File: src/tcp_defines.svh
`ifndef TCP_DEFINES_SVH
`define TCP_DEFINES_SVH

// Register byte offsets and channel count
`define TCP_OFS_STATUS 8'h00
`define TCP_OFS_MODULO 8'h04
`define TCP_OFS_COUNT 8'h08
`define TCP_OFS_CH_BASE 8'h10
`define TCP_CH_COUNT 3'h6

// Status register fields
`define TCP_ST_WRAP_FLAG 7
`define TCP_ST_WRAP_IRQ_EN 6

// Channel control register fields
`define TCP_CC_EVENT_FLAG 7
`define TCP_CC_PAIR_LINK 5

// Reset values
`define TCP_RST_MODULO 16'hFFFF
`define TCP_RST_VALUE 16'h0000
`define TCP_RST_CTRL 8'h00
`define TCP_RST_PRESCALE 3'h0

// Prescaler select that picks the external clock, not built here
`define TCP_PRESCALE_EXT 3'h7

`endif

File: src/tcp_pkg.sv
package tcp_pkg;

    typedef struct packed {
        logic channel_event_flag;
        logic channel_irq_en;
        logic pair_link;
        logic unbuffered_mode_sel;
        logic compare_action_hi;
        logic compare_action_lo;
        logic toggle_on_wrap;
        logic full_duty_force;
    } tcp_ctrl_type;

    typedef struct packed {
        logic out;
        logic oe;
    } tcp_pin_type;

    typedef enum logic [2:0] {
        TCP_REG_NONE,
        TCP_REG_STATUS,
        TCP_REG_MODULO,
        TCP_REG_COUNT,
        TCP_REG_CTRL,
        TCP_REG_VALUE
    } tcp_reg_kind_type;

    typedef struct packed {
        tcp_reg_kind_type kind;
        logic [2:0] ch;
    } tcp_dec_type;

    typedef enum logic {
        TCP_APB_IDLE,
        TCP_APB_ANSWER
    } tcp_apb_state_type;

endpackage

File: src/tcp_chan.sv
`timescale 1ns/100ps
module tcp_chan
    import tcp_pkg::*;
(
    // Clock and reset
    input wire logic i_sys_clk,
    input wire logic i_arst_n,
    // Channel events
    input wire tcp_ctrl_type i_ctrl,
    input wire logic i_active,
    input wire logic i_wrap,
    input wire logic i_match,
    // Pin
    output tcp_pin_type o_pin
);

    tcp_pin_type next_pin;

    always_comb begin
        next_pin.out = o_pin.out;
        next_pin.oe = i_active && (i_ctrl.compare_action_hi || i_ctrl.compare_action_lo);
        if (i_active) begin
            if (i_ctrl.toggle_on_wrap && i_wrap) begin
                next_pin.out = ~o_pin.out;
            end
            // Compare applied after the wrap toggle so a value of zero still acts
            if (i_match) begin
                case ({i_ctrl.compare_action_hi, i_ctrl.compare_action_lo})
                    2'b01: next_pin.out = ~next_pin.out;
                    2'b10: next_pin.out = 1'b0;
                    2'b11: next_pin.out = 1'b1;
                    default: next_pin.out = next_pin.out;
                endcase
            end
            if (i_ctrl.full_duty_force && !i_ctrl.toggle_on_wrap) begin
                next_pin.out = ~i_ctrl.compare_action_lo;
            end
        end
    end

    always_ff @(posedge i_sys_clk or negedge i_arst_n) begin
        if (!i_arst_n) begin
            o_pin <= '0;
        end else begin
            o_pin <= next_pin;
        end
    end
endmodule // tcp_chan

File: src/tcp_timer_pwm.sv
`timescale 1ns/100ps
`include "tcp_defines.svh"
module tcp_timer_pwm
    import tcp_pkg::*;
#(
    parameter int PRE_W = 6
)(
    // Clock and reset
    input wire logic i_sys_clk,
    input wire logic i_arst_n,
    // APB slave
    input wire logic i_psel,
    input wire logic i_penable,
    input wire logic i_pwrite,
    input wire logic [7:0] i_paddr,
    input wire logic [31:0] i_pwdata,
    output logic [31:0] o_prdata,
    output logic o_pready,
    output logic o_pslverr,
    // Channel pins
    output logic [5:0] o_ch_pin_out,
    output logic [5:0] o_ch_pin_oe,
    // Interrupt requests
    output logic o_wrap_irq,
    output logic [5:0] o_ch_irq
);

    function automatic tcp_dec_type decode(input logic [7:0] addr);
        tcp_dec_type dec;
        logic [7:0] rel;
        dec.kind = TCP_REG_NONE;
        dec.ch = 3'h0;
        rel = addr - `TCP_OFS_CH_BASE;
        if (addr[1:0] != 2'h0) begin
            dec.kind = TCP_REG_NONE;
        end else if (addr == `TCP_OFS_STATUS) begin
            dec.kind = TCP_REG_STATUS;
        end else if (addr == `TCP_OFS_MODULO) begin
            dec.kind = TCP_REG_MODULO;
        end else if (addr == `TCP_OFS_COUNT) begin
            dec.kind = TCP_REG_COUNT;
        end else if (addr >= `TCP_OFS_CH_BASE && rel[7:6] == 2'h0 && rel[5:3] < `TCP_CH_COUNT) begin
            dec.ch = rel[5:3];
            dec.kind = rel[2] ? TCP_REG_VALUE : TCP_REG_CTRL;
        end
        return dec;
    endfunction

    function automatic logic [PRE_W-1:0] pre_mask(input logic [2:0] sel);
        logic [PRE_W:0] one_hot;
        one_hot = (PRE_W+1)'(1) << sel;
        return PRE_W'(one_hot - (PRE_W+1)'(1));
    endfunction

    // Bus handshake state
    tcp_apb_state_type apb_state, next_apb_state;
    logic [31:0] next_prdata;
    logic next_pready;
    logic next_pslverr;
    tcp_dec_type dec;
    logic wr;

    // Core state
    logic wrap_flag, next_wrap_flag;
    logic wrap_irq_en, next_wrap_irq_en;
    logic [2:0] prescale_select, next_prescale_select;
    logic [15:0] modulo, next_modulo;
    logic [15:0] count, next_count;
    logic [PRE_W-1:0] pre_cnt, next_pre_cnt;
    logic cnt_upd, next_cnt_upd;
    logic wrapped, next_wrapped;
    tcp_ctrl_type ctrl [6];
    tcp_ctrl_type next_ctrl [6];
    logic [15:0] value [6];
    logic [15:0] next_value [6];
    logic [2:0] sel, next_sel;
    logic [2:0] last, next_last;
    logic next_wrap_irq;
    logic [5:0] next_ch_irq;
    logic [8:0] gap, next_gap;
    logic per_clean, next_per_clean;

    // Derived prescaler tick, and per channel
    logic tick;
    logic [5:0] active;
    logic [5:0] match;
    logic [15:0] act_val [6];
    tcp_pin_type pin [6];

    assign dec = decode(i_paddr);
    assign wr = i_psel && i_penable && o_pready && i_pwrite;

    always_comb begin
        next_apb_state = TCP_APB_IDLE;
        next_pready = 1'b0;
        next_pslverr = 1'b0;
        next_prdata = 32'h0000_0000;
        case (apb_state)
            TCP_APB_IDLE: begin
                // One wait state lets the read data come from a flop
                if (i_psel && i_penable) begin
                    next_apb_state = TCP_APB_ANSWER;
                    next_pready = 1'b1;
                    next_pslverr = (dec.kind == TCP_REG_NONE);
                    case (dec.kind)
                        TCP_REG_STATUS: next_prdata = {24'h00_0000, wrap_flag, wrap_irq_en, 3'h0, prescale_select};
                        TCP_REG_MODULO: next_prdata = {16'h0000, modulo};
                        TCP_REG_COUNT: next_prdata = {16'h0000, count};
                        TCP_REG_CTRL: next_prdata = {24'h00_0000, ctrl[dec.ch]};
                        TCP_REG_VALUE: next_prdata = {16'h0000, value[dec.ch]};
                        default: next_prdata = 32'h0000_0000;
                    endcase
                end
            end
            TCP_APB_ANSWER: next_apb_state = TCP_APB_IDLE;
            default: next_apb_state = TCP_APB_IDLE;
        endcase
    end

    always_ff @(posedge i_sys_clk or negedge i_arst_n) begin
        if (!i_arst_n) begin
            apb_state <= TCP_APB_IDLE;
            o_prdata <= 32'h0000_0000;
            o_pready <= 1'b0;
            o_pslverr <= 1'b0;
        end else begin
            apb_state <= next_apb_state;
            o_prdata <= next_prdata;
            o_pready <= next_pready;
            o_pslverr <= next_pslverr;
        end
    end

    // Governing value, pin ownership and compare per channel
    always_comb begin
        tick = (prescale_select != `TCP_PRESCALE_EXT)
            && ((pre_cnt & pre_mask(prescale_select)) == pre_mask(prescale_select));
        for (int i = 0; i < 6; i++) begin
            act_val[i] = value[i];
            if (i % 2 == 0) begin
                active[i] = ctrl[i].pair_link || ctrl[i].unbuffered_mode_sel;
                if (ctrl[i].pair_link) begin
                    act_val[i] = sel[i/2] ? value[i | 1] : value[i];
                end
            end else begin
                active[i] = ctrl[i].unbuffered_mode_sel && !ctrl[i & 6].pair_link;
            end
            match[i] = active[i] && cnt_upd && (count == act_val[i]);
        end
    end

    always_comb begin
        next_pre_cnt = pre_cnt + PRE_W'(1);
        next_cnt_upd = tick;
        next_wrapped = tick && (count == modulo);
        next_count = count;
        if (tick) begin
            next_count = (count == modulo) ? 16'h0000 : count + 16'h0001;
        end
        next_wrap_irq_en = wrap_irq_en;
        next_prescale_select = prescale_select;
        next_modulo = modulo;
        next_wrap_flag = wrap_flag;
        next_sel = sel;
        next_last = last;
        for (int i = 0; i < 6; i++) begin
            next_ctrl[i] = ctrl[i];
            next_value[i] = value[i];
        end
        for (int p = 0; p < 3; p++) begin
            if (!ctrl[2*p].pair_link) begin
                next_sel[p] = 1'b0;
                next_last[p] = 1'b0;
            end else if (wrapped) begin
                next_sel[p] = last[p];
            end
        end
        if (wr) begin
            case (dec.kind)
                TCP_REG_STATUS: begin
                    next_wrap_irq_en = i_pwdata[`TCP_ST_WRAP_IRQ_EN];
                    next_prescale_select = i_pwdata[2:0];
                    if (i_pwdata[`TCP_ST_WRAP_FLAG]) begin
                        next_wrap_flag = 1'b0;
                    end
                end
                TCP_REG_MODULO: next_modulo = i_pwdata[15:0];
                TCP_REG_CTRL: begin
                    next_ctrl[dec.ch] = tcp_ctrl_type'({ctrl[dec.ch].channel_event_flag, i_pwdata[6:0]});
                    if (dec.ch[0]) begin
                        next_ctrl[dec.ch].pair_link = 1'b0;
                    end
                    if (i_pwdata[`TCP_CC_EVENT_FLAG]) begin
                        next_ctrl[dec.ch].channel_event_flag = 1'b0;
                    end
                end
                TCP_REG_VALUE: begin
                    next_value[dec.ch] = i_pwdata[15:0];
                    if (ctrl[{dec.ch[2:1], 1'b0}].pair_link) begin
                        next_last[dec.ch[2:1]] = dec.ch[0];
                    end
                end
                default: next_modulo = modulo;
            endcase
        end
        // Hardware set wins over a same-cycle clear
        if (wrapped) begin
            next_wrap_flag = 1'b1;
        end
        for (int i = 0; i < 6; i++) begin
            if (match[i]) begin
                next_ctrl[i].channel_event_flag = 1'b1;
            end
            next_ch_irq[i] = ctrl[i].channel_event_flag && ctrl[i].channel_irq_en && active[i];
        end
        next_wrap_irq = wrap_flag && wrap_irq_en;
        next_gap = wrapped ? 9'h000 : gap + {8'h00, gap != 9'h1FF};
        next_per_clean = (wrapped || per_clean) && modulo == 16'h00FF && prescale_select == 3'h0;
    end

    always_ff @(posedge i_sys_clk or negedge i_arst_n) begin
        if (!i_arst_n) begin
            wrap_flag <= 1'b0;
            wrap_irq_en <= 1'b0;
            prescale_select <= `TCP_RST_PRESCALE;
            modulo <= `TCP_RST_MODULO;
            count <= 16'h0000;
            pre_cnt <= '0;
            cnt_upd <= 1'b0;
            wrapped <= 1'b0;
            sel <= 3'h0;
            last <= 3'h0;
            o_wrap_irq <= 1'b0;
            o_ch_irq <= 6'h00;
            gap <= 9'h000;
            per_clean <= 1'b0;
            for (int i = 0; i < 6; i++) begin
                ctrl[i] <= `TCP_RST_CTRL;
                value[i] <= `TCP_RST_VALUE;
            end
        end else begin
            wrap_flag <= next_wrap_flag;
            wrap_irq_en <= next_wrap_irq_en;
            prescale_select <= next_prescale_select;
            modulo <= next_modulo;
            count <= next_count;
            pre_cnt <= next_pre_cnt;
            cnt_upd <= next_cnt_upd;
            wrapped <= next_wrapped;
            sel <= next_sel;
            last <= next_last;
            o_wrap_irq <= next_wrap_irq;
            o_ch_irq <= next_ch_irq;
            gap <= next_gap;
            per_clean <= next_per_clean;
            for (int i = 0; i < 6; i++) begin
                ctrl[i] <= next_ctrl[i];
                value[i] <= next_value[i];
            end
        end
    end

    for (genvar g = 0; g < 6; g++) begin : g_chan
        tcp_chan u_chan (
            .i_sys_clk(i_sys_clk),
            .i_arst_n(i_arst_n),
            .i_ctrl(ctrl[g]),
            .i_active(active[g]),
            .i_wrap(wrapped),
            .i_match(match[g]),
            .o_pin(pin[g])
        );
        assign o_ch_pin_out[g] = pin[g].out;
        assign o_ch_pin_oe[g] = pin[g].oe;
    end
endmodule // tcp_timer_pwm

File: config.mk
export PLATFORM = sky130hd
export DESIGN_NAME = tcp_timer_pwm
export DESIGN_NICKNAME = d
export VERILOG_FILES = /design/src/tcp_pkg.sv /design/src/tcp_chan.sv /design/src/tcp_timer_pwm.sv
export VERILOG_INCLUDE_DIRS = /design/src /design/src/src
export SDC_FILE = /design/constraint.sdc
export NUM_CORES = 1
export LEC_CHECK = 0
export BUFFER_PORTS_ARGS = -buffer_cell sky130_fd_sc_hd__buf_4
export CORE_MARGIN = 2
export CORE_UTILIZATION = 64
export DETAILED_ROUTE_END_ITERATION = 10
export PLACE_DENSITY = 0.95
export SKIP_LAST_GASP = 1
export SLEW_MARGIN = 5
export SYNTH_ARGS = -nofsm -noshare
export SYNTH_HDL_FRONTEND = slang
export SYNTH_HIERARCHICAL = 1
export SYNTH_SLANG_ARGS = --single-unit
export TNS_END_PERCENT = 30
File: constraint.sdc
create_clock -name i_sys_clk -period 8.2 [get_ports i_sys_clk]
set_input_delay 2.46 -clock i_sys_clk [delete_from_list [all_inputs] [get_ports i_sys_clk]]
set_output_delay 2.46 -clock i_sys_clk [all_outputs]
set_load 0.1 [all_outputs]
# Yosys cells after proc, flatten, opt, wreduce, memory -nomap -nowiden
# Index checks and enable logic that the tools add are counted.
dict set report word_totals {
  ff_bits 249
  latch_bits 0
  ram_bits 0
  mem_bits_ro 0
  in_bits 45
  elab_cells 365
  n_memories 0
}
dict set report classes {
  add_sub_neg 4
  mul 0
  n_div 0
  order_cmp 7
  eq_ne 37
  n_shift 1
  muxes 107
  bitwise_logic 22
  n_reduce_logical 103
}
# cell count
set op_table {}
lappend op_table {{$mux 48} 6}
lappend op_table {{$mux 16} 12}
lappend op_table {{$bwmux 48} 3}
lappend op_table {{$eq 16x16->1} 7}
lappend op_table {{$bwmux 96} 1}
lappend op_table {{$pmux 16 s5} 1}
lappend op_table {{$demux 8 s3} 3}
lappend op_table {{$logic_and 1x1->1} 55}
lappend op_table {{$mux 1} 49}
lappend op_table {{$bmux 16 s3} 1}
lappend op_table {{$bmux 8 s3} 2}
lappend op_table {{$demux 16 s3} 1}
lappend op_table {{$mux 3} 11}
lappend op_table {{$mux 8} 4}
lappend op_table {{$reduce_bool 2->1} 16}
lappend op_table {{$eq 2x2->1 const B} 12}
lappend op_table {{$mux 6} 4}
lappend op_table {{$reduce_and 2->1} 10}
lappend op_table {{$not 1->1} 19}
lappend op_table {{$pmux 1 s3} 6}
lappend op_table {{$add 16x1->16 const B} 1}
lappend op_table {{$eq 2x1->1 const B} 6}
lappend op_table {{$logic_not 1->1} 9}
lappend op_table {{$logic_or 1x1->1} 9}
lappend op_table {{27 further kinds} 33}

# Logic depth before layout (Yosys ltp)
dict set report logic_depth {
  depth_word 24
  ltp_mapped 12
}

# Modules after synthesis
# Netlist, hierarchy kept.
# mod instances cells_each area_per_inst_um2 seq_area_each_um2
set modules_own_cells {}
lappend modules_own_cells {tcp_timer_pwm 1 1171 12379.4 5525.3}
lappend modules_own_cells {tcp_chan 6 15 135.1 50.0}

# Worst setup path before layout
# OpenSTA, ideal clock, no wires.
dict set report synth_path {
  kind {input-to-reg}
  start {input port i_paddr[4]}
  end {register value[24] (netlist name)}
  t_arrival_ns 4.912
  setup_slack_ns 3.163
  path_stages 11
  path_buffers 4
  path_cell_list {clkbuf_1 inv_1 ha_1 nor4_4 nand3_2 or3_1 buf_2 nor2b_1 buf_2 buf_6 mux2_2}
}
dict set report synth_between {
  elab_chain_cells 15
}
# item line
set synth_lines {}
lappend synth_lines {{start: declaration} tcp_timer_pwm.sv:15} ;# input wire logic [7:0] i_paddr,
lappend synth_lines {{branches (longest 15 deep; another with $sub 8x5->8)} -}
lappend synth_lines {{end signal: indexed assignment} tcp_timer_pwm.sv:239} ;# value[i] <= `TCP_RST_VALUE;
lappend synth_lines {{end signal: indexed assignment} tcp_timer_pwm.sv:258} ;# value[i] <= next_value[i];
lappend synth_lines {{end: declaration} tcp_timer_pwm.sv:74} ;# logic [15:0] value [6];
# Parallel ways; which one is timed is not known.
# A chain may end at the register's enable or synchronous reset.

# Final worst setup path
dict set report layout_path {
  start {input port i_paddr[4]}
  end {register value[81] (netlist name)}
}
# The elaborated chain is that of the path after synthesis.

==> metrics.yaml <==
sta:
  final-setup-viol-count: 0
  relSlewSlack_pct: 9.35
  period_share_pct: 70.7
  maxSlewViolCount: 0
  worst_slack_ns: 2.41
  clock_skew_ns: 0.0267
  tightestPinTransition_ns: 1.35
  period_minus_slack_ns: 5.79
  hold_ws_ns: 0.498
  fin_tns_setup_ns: 0
  max_freq_ghz: 0.173
  grt_setup_unrepaired: "false"
  hold_violations: 0
job:
  drv_cap: 0
clocking:
  clk_pin_slew_worst_paths_ns: 0.06
  cts_tree: "yes"
  clockBufferDepth: 3
  cts_root_buffer: "clkbuf_16"
  htreeDepth: 1
  postCtsSetupRepairBufs: 0
  post_cts_resized: 0
  hold_buffers: 0
  clock_sinks: 232
  clk_latency_ns: 0.54
  cts_made_buffers: 25
worst_setup_path:
  crit_family: "simple AND/OR/NAND/NOR gates"
  crit_end: "value[81]"
  worstPathMaxFanout: 29
  endpoint_kind: "flip-flop"
  rr_startpoint: "count[2]"
  crit_cells: 9
  crit_buf_inv: 3
  crit_start: "i_paddr[4]"
  path_cells: "buf_4 > inv_1 > ha_1 > nor4_4 > nand3_2 > buf_4 > or3_1 > nor2_4 > mux2_2"
  crit_required_ns: 8.61
  regToRegSetupSlack_ns: 4.36
  r2r_end: "g_chan[2].u_chan/o_pin[1]"
  crit_path_frequent_cell: "buf_4"
  worstSetupPathType: "in -> reg"
  startpoint_type: "input pin"
  slowest_stage: "nor2_4"
  r2r_cells: 10
  cp_data_arrival_time_ns: 6.20
  cpPeakStageDelay_ns: 0.61
global_routing:
  grt_pass1_vias: 11196
  grt.total_usage_pct: 37.3
  grt_overflow: 0
  antenna_found_initial: 0
  grt_start_max_net_pins: 108
  grt_pass1_wl_um: 62800
cells_and_area:
  antenna_cells: 0
  final_common_cell: "dfrtp_1"
  mostFrequentLayoutCells: "dfrtp_1, mux2_2, nand2_1, buf_4, xnor2_1"
  fin_cells: 1568
  fin_nets: 1329
  drive_above_1_share_pct: 23.7
  area_delta_synth_final_pct: 10.7
detailed_routing:
  first_pass_iters: 8
  final_antenna_net_count: 0
  first_iter_violations: 1771
  drc: 0
  avgRoutedWirePerCell_um: 25.8
  num_vias: 11304
  drt-total-wl_um: 40500
  viasPerCell: 7.21
yosys:
  syn-cell-area_mm2: 0.0132
  yosysSeqAreaShare_pct: 44.2
  ys.flop_type: "dfrtp_1"
  netlist_instances: 1261
  synth_edf_count: 0
  synth_area_per_cell_um2: 10.5
  async_flop_share_pct: 100
  ys_types: 81
  yosysWarningCount: 6
  ys_ff_latch: 232
placed_design:
  gp_congestion: 1.02
  pre_cts_ws_ns: 2.07
  port_buffers: 65
  placedCellCount: 1523
  dp_hpwl_um: 27600
floorplan:
  coreArea_mm2: 0.0202
  dieWidth_um: 148
  rows: 52
  start_util_pct: 65.2
  die-area_mm2: 0.0218
  pin_count: 98
  die_h_um: 148
outcome:
  outcome: "finished, final reports clean"
power:
  power_frac_clock_pct: 48.3
  ir_drop_mv: 0.163
  p_leak_nw: 6.69
  fin_total_pwr_mw: 2.58
  sequentialPowerShare_pct: 44.8
  p_comb_share_pct: 6.9
  p_int_mw: 1.96
  cellPowerDensity_mw_per_mm2: 177
  switching_power_mw: 0.626
  swShare_pct: 24.2
hold_path:
  hold_class: "reg -> reg"
worst reg2reg max path, cell delays in order (launching register included):
cell	delay, ns
dfrtp_1	0.82
clkinv_1	0.60
a21oi_1	0.38
nand4_1	0.12
a2111oi_0	0.49
nand4_1	0.30
nor2_1	0.34
nand2_1	0.09
a31o_2	0.26
o211ai_1	0.16
o311ai_1	0.13
worst min path at each step:
stage | from | end | slack [ns] | cells after the start
floorplan | pre_cnt[5] | pre_cnt[5] | 0.45 | 1
global placement | pre_cnt[5] | pre_cnt[5] | 0.46 | 1
detailed placement | ctrl[21] | ctrl[21] | 0.47 | 1
CTS | ctrl[21] | ctrl[21] | 0.50 | 1
global route | ctrl[21] | ctrl[21] | 0.51 | 1
finish | ctrl[21] | ctrl[21] | 0.50 | 1
logic make-up (layout without fill, tap and decap cells):
family                     count (synthesis)  after routing  synth area share (%)
AOI/OAI and AO/OA                        248            248                  13.3
and+or+nand+nor                          344            344                  14.4
other                                      1             16                0.0284
DFF                                      232            232                  44.2
adders and majority gates                  4              4                 0.379
xor gates and xnor gates                 105            105                  6.97
buffers and inverters                    131            153                  4.46
muxes                                    196            196                  16.3
registers in the layout, indices dropped and copies added, names as in the netlist:
signal,cells
sel,3
modulo,16
wrapped,1
cnt_upd,1
o_ch_irq,6
apb_state,1
act_val,48
ctrl,48
pre_cnt,6
count,16
g_chan.u_chan/o_pin,12
o_prdata,16
wrap_flag,1
prescale_select,3
last,3
wrap_irq_en,1
o_wrap_irq,1
value,48
o_pslverr,1
metal layers:
layer,global-route usage [%],routed length [um],vias to the layer above
met4,19.4,2630,0
met2,58.1,18400,912
li1,-,-,4620
met1,48.9,14400,5504
met3,9.10,5050,268
met5,0,0,-
power by group through the flow:
stage	clock, mW	combinational [mW]	sequential [mW]
6_report	1.25	0.178	1.16
3_3_place_gp	0	0.167	1.18
2_1_floorplan	0	0.104	1.18
3_5_place_dp	0	0.171	1.18
5_1_grt	1.30	0.187	1.16
4_1_cts	1.24	0.172	1.16
per-stage QoR:
stage / cell area (um^2) / util, %
final: 14600 / 72.2
after global routing: 14600 / 72.2
after CTS: 14600 / 72.1
after detailed placement: 13700 / 67.6
after global placement: 13700 / 67.6
after floorplan: 13200 / -
cell usage after synthesis, drive strengths merged (20+ instances only):
master  instances  area (um^2)
a21oi          33          176
buf            41          250
clkbuf         56          210
dfrtp         216         5410
inv            33          124
mux2          149         1680
mux2i          47          470
nand2          73          274
nand3          27          140
nor2           57          246
nor2b          30          188
nor3           20          105
nor4           28          211
o21ai          53          265
o22ai          21          131
xnor2          72          631
xor2           33          289
cell type report:
| class | instances | area (um^2) |
|---|---|---|
| multi-input cells | 913 | 6840 |
| fillers | 1335 | 5630 |
| flip-flops and latches | 232 | 5830 |
| repair buffers | 74 | 563 |
| clock buffers | 32 | 712 |
| well taps | 270 | 338 |
| inverters | 34 | 128 |
| clock inverters | 13 | 199 |
Note: power is estimated with default switching activity, not from simulation.
